### config.mk
export PLATFORM = sky130hd
export DESIGN_NAME = dual_position_capture
export DESIGN_NICKNAME = d
export VERILOG_FILES = /design/src/cap_pkg.sv /design/src/dual_position_capture.sv
export VERILOG_INCLUDE_DIRS = /design/src
export SDC_FILE = /design/constraint.sdc
export NUM_CORES = 1
export LEC_CHECK = 0
export ABC_CLOCK_PERIOD_IN_PS = 5700
export BUFFER_PORTS_ARGS = -buffer_cell sky130_fd_sc_hd__buf_2
export CORE_UTILIZATION = 63
export DETAILED_ROUTE_END_ITERATION = 6
export GPL_ROUTABILITY_DRIVEN = 0
export PLACE_DENSITY_LB_ADDON = 0.3
export SLEW_MARGIN = 20
export SYNTH_ARGS = -nofsm -noshare
export SYNTH_HDL_FRONTEND = slang
export SYNTH_SLANG_ARGS = --single-unit
### constraint.sdc
create_clock -name mclk -period 5.7 [get_ports mclk]
set_input_delay 0.855 -clock mclk [delete_from_list [all_inputs] [get_ports mclk]]
set_output_delay 0.855 -clock mclk [all_outputs]
set_load 0.005 [all_outputs]
### src/cap_regs.svh
// Functional notes
// - Each unit counts its recorded captures and zeroes that count when armed.
// - Each unit's position register holds the position sampled at its edge.
// - Stored captured positions follow a reference shift from homing or set-dimension.
// - Arm control writes decode as 0 abort, 1 single capture, 2 continuous capture.
// - Single mode disarms after its first capture; continuous stays armed until aborted.
// - Arming is accepted only while the drive is set for fieldbus control.
// - Edge select 0 captures on a falling edge, 1 on a rising edge, default 0.
// - Status word bit 0 shows that the first unit has captured.
// - Status word bit 1 shows that the second unit has captured.
// - Continuous mode overwrites the stored position at every qualifying edge.
// - There are two independent units, each with its own trigger input and settings.
`ifndef CAP_REGS_SVH
`define CAP_REGS_SVH

// Parameter addresses
`define CAP_STATUS_ADDR 16'h0a02
`define UNIT1_EDGE_ADDR 16'h0a04
`define UNIT2_EDGE_ADDR 16'h0a06
`define UNIT1_ARM_ADDR 16'h0a08
`define UNIT2_ARM_ADDR 16'h0a0a
`define UNIT1_POS_ADDR 16'h0a0c
`define UNIT2_POS_ADDR 16'h0a0e
`define UNIT1_TALLY_ADDR 16'h0a10
`define UNIT2_TALLY_ADDR 16'h0a12

// Arm control codes
`define ARM_CODE_ABORT 32'h0000_0000
`define ARM_CODE_ONCE 32'h0000_0001
`define ARM_CODE_CONT 32'h0000_0002

// Field values and resets
`define EDGE_RESET 1'b0
`define TALLY_RESET 16'h0000
`define TALLY_ONE 16'h0001
`define POS_RESET 32'h0000_0000
`define RD_RESET 32'h0000_0000

`endif

### src/cap_pkg.sv
package cap_pkg;

	typedef enum logic [1:0] {
		ARM_OFF = 2'b00,
		ARM_SINGLE = 2'b01,
		ARM_CONTINUOUS = 2'b10
	} arm_mode_t;

	// Per-unit state
	typedef struct packed {
		arm_mode_t mode;
		logic edge_rise;
		logic done;
		logic [15:0] tally;
		logic [31:0] pos;
	} unit_state_t;

	// Parameter access request
	typedef struct packed {
		logic wr;
		logic rd;
		logic [15:0] addr;
		logic [31:0] wdata;
	} param_req_t;

	// Reference shift from homing or set-dimension
	typedef struct packed {
		logic update;
		logic [31:0] offset;
	} ref_shift_t;

endpackage

### src/dual_position_capture.sv
`timescale 1ns/10ps
`include "cap_regs.svh"

module dual_position_capture (
	// Clock and reset
	input wire logic mclk,
	input wire logic resetn,
	// Parameter access
	input wire cap_pkg::param_req_t param_req,
	output logic [31:0] rd_data_q,
	output logic rd_valid_q,
	// Drive context
	input wire logic fieldbus_mode,
	input wire logic [31:0] position_in,
	input wire cap_pkg::ref_shift_t ref_shift,
	// Trigger inputs
	input wire logic first_trigger_input,
	input wire logic second_trigger_input
);

	localparam int NUM_UNITS = 2;
	localparam logic [15:0] EDGE_ADDR [NUM_UNITS] =
		'{`UNIT1_EDGE_ADDR, `UNIT2_EDGE_ADDR};
	localparam logic [15:0] ARM_ADDR [NUM_UNITS] =
		'{`UNIT1_ARM_ADDR, `UNIT2_ARM_ADDR};
	localparam logic [15:0] POS_ADDR [NUM_UNITS] =
		'{`UNIT1_POS_ADDR, `UNIT2_POS_ADDR};
	localparam logic [15:0] TALLY_ADDR [NUM_UNITS] =
		'{`UNIT1_TALLY_ADDR, `UNIT2_TALLY_ADDR};

	cap_pkg::unit_state_t unit_q [NUM_UNITS];
	logic [NUM_UNITS-1:0] trig_in;
	logic [NUM_UNITS-1:0] trig_meta_q;
	logic [NUM_UNITS-1:0] trig_sync_q;
	logic [NUM_UNITS-1:0] trig_prev_q;
	logic [NUM_UNITS-1:0] capture;
	logic [NUM_UNITS-1:0] arm_wr;
	logic [NUM_UNITS-1:0] arm_ok;
	logic [NUM_UNITS-1:0] abort;
	logic [31:0] rd_data_d;

	assign trig_in = {second_trigger_input, first_trigger_input};

	// Two-stage synchroniser, third stage keeps the previous level
	always_ff @(posedge mclk) begin
		if (!resetn) begin
			trig_meta_q <= '0;
			trig_sync_q <= '0;
			trig_prev_q <= '0;
		end else begin
			trig_meta_q <= trig_in;
			trig_sync_q <= trig_meta_q;
			trig_prev_q <= trig_sync_q;
		end
	end

	// One independent unit per trigger input
	for (genvar i = 0; i < NUM_UNITS; i++) begin : g_unit
		logic edge_seen;
		logic arm_code;
		cap_pkg::arm_mode_t new_mode;

		// Falling edge by default, rising when selected
		assign edge_seen = unit_q[i].edge_rise ?
			(trig_sync_q[i] & ~trig_prev_q[i]) :
			(~trig_sync_q[i] & trig_prev_q[i]);
		// Disarmed units ignore edges entirely
		assign capture[i] = edge_seen &&
			(unit_q[i].mode != cap_pkg::ARM_OFF);

		// Arm control decode
		assign arm_wr[i] = param_req.wr && (param_req.addr == ARM_ADDR[i]);
		assign arm_code = (param_req.wdata == `ARM_CODE_ONCE) ||
			(param_req.wdata == `ARM_CODE_CONT);
		// Only fieldbus control may arm; abort is always honoured
		assign arm_ok[i] = arm_wr[i] && arm_code && fieldbus_mode;
		assign abort[i] = arm_wr[i] &&
			(param_req.wdata == `ARM_CODE_ABORT);
		assign new_mode = (param_req.wdata == `ARM_CODE_CONT) ?
			cap_pkg::ARM_CONTINUOUS : cap_pkg::ARM_SINGLE;

		// Arm state; codes above 2 are ignored
		always_ff @(posedge mclk) begin
			if (!resetn) begin
				unit_q[i].mode <= cap_pkg::ARM_OFF;
			end else if (arm_ok[i]) begin
				unit_q[i].mode <= new_mode;
			end else if (abort[i]) begin
				unit_q[i].mode <= cap_pkg::ARM_OFF;
			end else if (capture[i] &&
				unit_q[i].mode == cap_pkg::ARM_SINGLE) begin
				unit_q[i].mode <= cap_pkg::ARM_OFF;
			end
		end

		// Edge select register
		always_ff @(posedge mclk) begin
			if (!resetn) begin
				unit_q[i].edge_rise <= `EDGE_RESET;
			end else if (param_req.wr &&
				param_req.addr == EDGE_ADDR[i]) begin
				unit_q[i].edge_rise <= param_req.wdata[0];
			end
		end

		// Done flag: a capture in the clearing cycle wins
		always_ff @(posedge mclk) begin
			if (!resetn) begin
				unit_q[i].done <= 1'b0;
			end else begin
				unit_q[i].done <= capture[i] ||
					(unit_q[i].done && !(arm_ok[i] || abort[i]));
			end
		end

		// Event tally, zeroed on arming, same-cycle capture counted
		always_ff @(posedge mclk) begin
			if (!resetn) begin
				unit_q[i].tally <= `TALLY_RESET;
			end else if (arm_ok[i]) begin
				unit_q[i].tally <= capture[i] ?
					`TALLY_ONE : `TALLY_RESET;
			end else if (capture[i]) begin
				unit_q[i].tally <= unit_q[i].tally + `TALLY_ONE;
			end
		end

		// Captured position; sampled three cycles after the pin edge
		always_ff @(posedge mclk) begin
			if (!resetn) begin
				unit_q[i].pos <= `POS_RESET;
			end else if (capture[i]) begin
				unit_q[i].pos <= position_in;
			end else if (ref_shift.update) begin
				unit_q[i].pos <= unit_q[i].pos + ref_shift.offset;
			end
		end

		a_tally_arm_clear: assert property (@(posedge mclk)
			disable iff (!resetn)
			arm_ok[i] && !capture[i] |=> unit_q[i].tally == `TALLY_RESET)
			else $error("tally not cleared on arming");

		a_pos_sample: assert property (@(posedge mclk)
			disable iff (!resetn)
			capture[i] |=> unit_q[i].pos == $past(position_in))
			else $error("captured position mismatch");

		a_pos_recalc: assert property (@(posedge mclk)
			disable iff (!resetn)
			ref_shift.update && !capture[i] |=>
			unit_q[i].pos == $past(unit_q[i].pos) + $past(ref_shift.offset))
			else $error("position not recalculated");

		a_arm_decode: assert property (@(posedge mclk)
			disable iff (!resetn)
			arm_wr[i] && fieldbus_mode &&
			param_req.wdata == `ARM_CODE_CONT |=>
			unit_q[i].mode == cap_pkg::ARM_CONTINUOUS)
			else $error("continuous arm not decoded");

		a_single_disarm: assert property (@(posedge mclk)
			disable iff (!resetn)
			capture[i] && !arm_wr[i] &&
			unit_q[i].mode == cap_pkg::ARM_SINGLE |=>
			unit_q[i].mode == cap_pkg::ARM_OFF ##1
			(unit_q[i].mode == cap_pkg::ARM_OFF || $past(arm_ok[i])))
			else $error("single capture did not disarm");

		a_cont_holds: assert property (@(posedge mclk)
			disable iff (!resetn)
			unit_q[i].mode == cap_pkg::ARM_CONTINUOUS && !arm_wr[i] |=>
			unit_q[i].mode == cap_pkg::ARM_CONTINUOUS)
			else $error("continuous mode dropped");

		a_arm_needs_bus: assert property (@(posedge mclk)
			disable iff (!resetn)
			arm_wr[i] && !fieldbus_mode &&
			param_req.wdata != `ARM_CODE_ABORT |=>
			unit_q[i].mode == $past(unit_q[i].mode) ||
			unit_q[i].mode == cap_pkg::ARM_OFF)
			else $error("armed without fieldbus control");

		a_edge_counted: assert property (@(posedge mclk)
			disable iff (!resetn)
			$rose(trig_in[i]) ##2 (unit_q[i].edge_rise && !arm_wr[i] &&
			unit_q[i].mode != cap_pkg::ARM_OFF && $rose(trig_sync_q[i])) |=>
			unit_q[i].tally == $past(unit_q[i].tally) + `TALLY_ONE)
			else $error("selected edge not counted");

		a_idle_ignores: assert property (@(posedge mclk)
			disable iff (!resetn)
			unit_q[i].mode == cap_pkg::ARM_OFF && !arm_wr[i] &&
			!ref_shift.update |=> $stable(unit_q[i].pos) &&
			$stable(unit_q[i].tally) && $stable(unit_q[i].done))
			else $error("disarmed unit changed");

		a_done_on_capture: assert property (@(posedge mclk)
			disable iff (!resetn)
			capture[i] |=> unit_q[i].done)
			else $error("status not set on capture");
	end

	// Read multiplexer; unmapped addresses read zero
	always_comb begin
		rd_data_d = `RD_RESET;
		if (param_req.addr == `CAP_STATUS_ADDR) begin
			rd_data_d[1:0] = {unit_q[1].done, unit_q[0].done};
		end
		for (int k = 0; k < NUM_UNITS; k++) begin
			if (param_req.addr == EDGE_ADDR[k]) begin
				rd_data_d[0] = unit_q[k].edge_rise;
			end
			if (param_req.addr == ARM_ADDR[k]) begin
				rd_data_d[1:0] = unit_q[k].mode;
			end
			if (param_req.addr == POS_ADDR[k]) begin
				rd_data_d = unit_q[k].pos;
			end
			if (param_req.addr == TALLY_ADDR[k]) begin
				rd_data_d[15:0] = unit_q[k].tally;
			end
		end
	end

	// Registered read answer, one cycle after the strobe
	always_ff @(posedge mclk) begin
		if (!resetn) begin
			rd_data_q <= `RD_RESET;
			rd_valid_q <= 1'b0;
		end else begin
			rd_valid_q <= param_req.rd;
			if (param_req.rd) begin
				rd_data_q <= rd_data_d;
			end
		end
	end

	a_status_read: assert property (@(posedge mclk)
		disable iff (!resetn)
		param_req.rd && param_req.addr == `CAP_STATUS_ADDR |=>
		rd_valid_q && rd_data_q[1:0] ==
		{$past(unit_q[1].done), $past(unit_q[0].done)})
		else $error("status word read wrong");

endmodule

==> run metrics <==
outcome finished, final reports clean; synthesized flop and latch total about 140; Mean Syn Cell Area 9.44 µm²; hold-critical path depth 1; worst-case reg-to-reg path depth 10; Worst-path clk slew approximately 60 ps; max_slew headroom 22.5%; Setup TNS Final 0 ps; clock skew 9.42 ps; DRT Wirelength 28200 µm; Multi-input gate area 0.00572 mm²; Yosys cell types 71; hold endpoint trig_sync_q[1]$_SDFF_PN0_; placed cell count 1364; setup bufs post-CTS 0; origin of the critical flop-to-flop path unit_q[1][0]$_DFFE_PP_; Slew Viols, Final 0; WP data arrival 3730 ps; largest net degree at the start of global routing 66; CTS Buf Count 17; pre-CTS setup slack 1850 ps; Setup CP Type input port to flip-flop; Worst-Margin Slew 1160 ps; # setup viols final 0; Achievable Freq 0.281 GHz; Slowest cell on crit path fa_1; mapped cell area 0.00985 mm²; Comb pwr share 26.3%; most frequent cells in the layout buf_2 (152), nand2_1 (126), edfxtp_1 (102), o21ai_0 (86), ha_1 (64); Avg WL per Cell ~20 µm; yosys warns 0; CP cell instances buf_2, ha_1, fa_1, a211oi_1, o21ai_0, and3_1, nor3_1, a31oi_1, a31o_2, a221oi_1, o21ai_0; Row Count 45; sequential cell area 0.00388 mm²; RR Endpoint unit_q[1][30]$_DFFE_PP_; H-tree depth 4; Seq/Total Area, Yosys 39.4%; IO Port Bufs 152; ratio of cells with drive above 1 in the final layout 18.1%; pwr dens 282 mW/mm²; final non-filler cell total 1398; root buffer cell clkbuf_16; total congestion overflow 0; Num Clock Sinks approximately 140; Fillers between 1k and 1.5k; total of max-cap violations 0; sequential share of power 40.3%; ratio of final minimum period to clock period 62.5%; Int Pwr approximately 2.2 mW; Crit path buffers/inverters 1; I/O pins around 150; Area Growth Syn to Fin 14.6%; fin nets 1358; # hold bufs at CTS 0; final hold viol count 0; WHS approximately 440 ps; HPWL reported at the end of detailed placement 19800 µm; # DRC 0; core region area 0.0153 mm²; crit end category flip-flop; CTS Buffer Depth 2; antenna-violating nets left 0; Top FF cell, synth edfxtp_1; Psw 1.02 mW; R2R setup slack 2160 ps; syn nets 1230; CTS tree done; all-layer global routing usage between 30 and 40%; Initial DRC Count 960; DR vias 9148; worst-skew pair later-pin latency 430 ps; Startpoint Class input port; most common cell after layout, fill and taps aside buf_2; Initial Util 64.6%; asr flop ratio synth 0%; worst min-delay path class flip-flop to flip-flop; unrepaired setup endpoints after global routing false; Worst path most repeated cell o21ai_0; initial antenna violation count 2; EDFF count, synth 102; Data required, critical path around 5900 ps; Die Width 127 µm; Cells after Synth 1044; first-pass GRT wire length ~44000 µm; vias per std cell 6.54; Die ar. 0.0161 mm²; hold_sp trig_meta_q[1]$_SDFF_PN0_; Worst Path Max Fanout 3; Die H 127 µm; PnR Total Power 3.19 mW; Sw Share 31.9%; CP peak stage delay 440 ps; minimum clock period after layout around 3600 ps; Worst VDD drop 0.233 mV; Clk pwr share 33.4%; worst setup margin 2140 ps; post-cts resize count 0; cell family with most CP delay compound AO/OA/AOI/OAI gates; Initial DRT Pass Iterations 7; number of global-route vias before repair 8585; Lkg Pwr 4.91 nW
==> per-stage QoR <==
step / area, µm² / util (%)
3_3_place_gp: 10700 / 70.4
5_1_grt: 11300 / 74.0
2_1_floorplan: 9850 / -
6_report: 11300 / 74.0
3_5_place_dp: 10700 / 70.4
4_1_cts: 11300 / 74.0
==> Yosys cell counts, types with 6 or more instances <==
library cell  instances  area, µm²
a21oi_1              54        270
nor3_1               12       60.1
clkbuf_1             41        154
a21o_1               23        173
and2_1               12       75.1
o21a_1               13       97.6
a22oi_1              32        240
nand3_1              29        145
edfxtp_1            102       3060
nor2_1               65        244
o211a_1              34        340
a22o_1               10       87.6
xnor2_1              44        385
nand2b_1             12       75.1
o21bai_1              6       45.0
o31ai_1               9       67.6
nand2_1             126        473
a211oi_1             10       75.1
mux2i_1              18        180
ha_1                 64        801
nor2b_1               6       37.5
dfxtp_1              41        821
inv_1                17       63.8
nor4_1               11       68.8
xor2_1               39        342
nand4_1               9       56.3
and3_1               17        106
a31oi_1              12       75.1
o21ai_0              86        430
o211ai_1             23        173
==> layer usage <==
layer	global-route usage, %	vias to the layer above	wire length (µm)
met5	0	-	13
met4	15.2	2	964
met3	7.45	92	2850
met2	58.9	560	13300
met1	45.1	4303	11100
li1	-	4191	-
==> power groups by stage <==
stage                     Sequential, mW  Combinational, mW  Clock (mW)
after CTS                           1.28              0.822        1.06
final                               1.28              0.840        1.06
after global placement              1.30              0.798           0
after global routing                1.29              0.915        1.11
after detailed placement            1.30              0.812           0
after floorplan                     1.28              0.608           0
==> worst max path at each step <==
stage | startpoint | endpoint | slack (ps) | depth (start not counted)
after global routing | ref_shift[0] | unit_q[0][30]$_DFFE_PP_ | 2090 | 12
after global placement | ref_shift[0] | unit_q[1][20]$_DFFE_PP_ | 1890 | 12
final | ref_shift[0] | unit_q[1][30]$_DFFE_PP_ | 2140 | 11
after floorplan | ref_shift[0] | unit_q[1][20]$_DFFE_PP_ | 2300 | 11
after detailed placement | ref_shift[0] | unit_q[1][20]$_DFFE_PP_ | 1850 | 12
after CTS | ref_shift[0] | unit_q[1][30]$_DFFE_PP_ | 2260 | 11
==> sequential cells by signal (all words and copies together) (netlist names) <==
name / cells
trig_sync_q: 2
trig_meta_q: 2
rd_data_q: 32
unit_q: 104
rd_valid_q: 1
trig_prev_q: 2
==> cells by family after synthesis <==
kind of cell | synth area share, %
AO/OA/AOI/OAI | 24.5
AND/OR/NAND/NOR | 15.5
flip-flops | 39.4
XOR/XNOR | 7.38
buffers and inverters | 2.70
adder cells (fa/ha/maj) | 8.53
multiplexers | 1.98
==> worst register-to-register path, cell delays in order (launching register included) <==
cell and delay (ps):
edfxtp_1 470, ha_1 280, fa_1 440, a211oi_1 310, o21ai_0 260, and3_1 230
nor3_1 370, a31oi_1 250, a31o_2 310, a221oi_1 260, o21ai_0 110
==> cell type report <==
cell class	instances	area share [%]
antenna	2	0.0443
clock buffer	19	3.83
clock inverter	13	1.03
inverter	17	0.565
multi-input combinational	835	50.7
sequential	143	34.4
tap	211	2.34
timing repair buffer	158	7.14
Power figures use the tool's default switching activity.
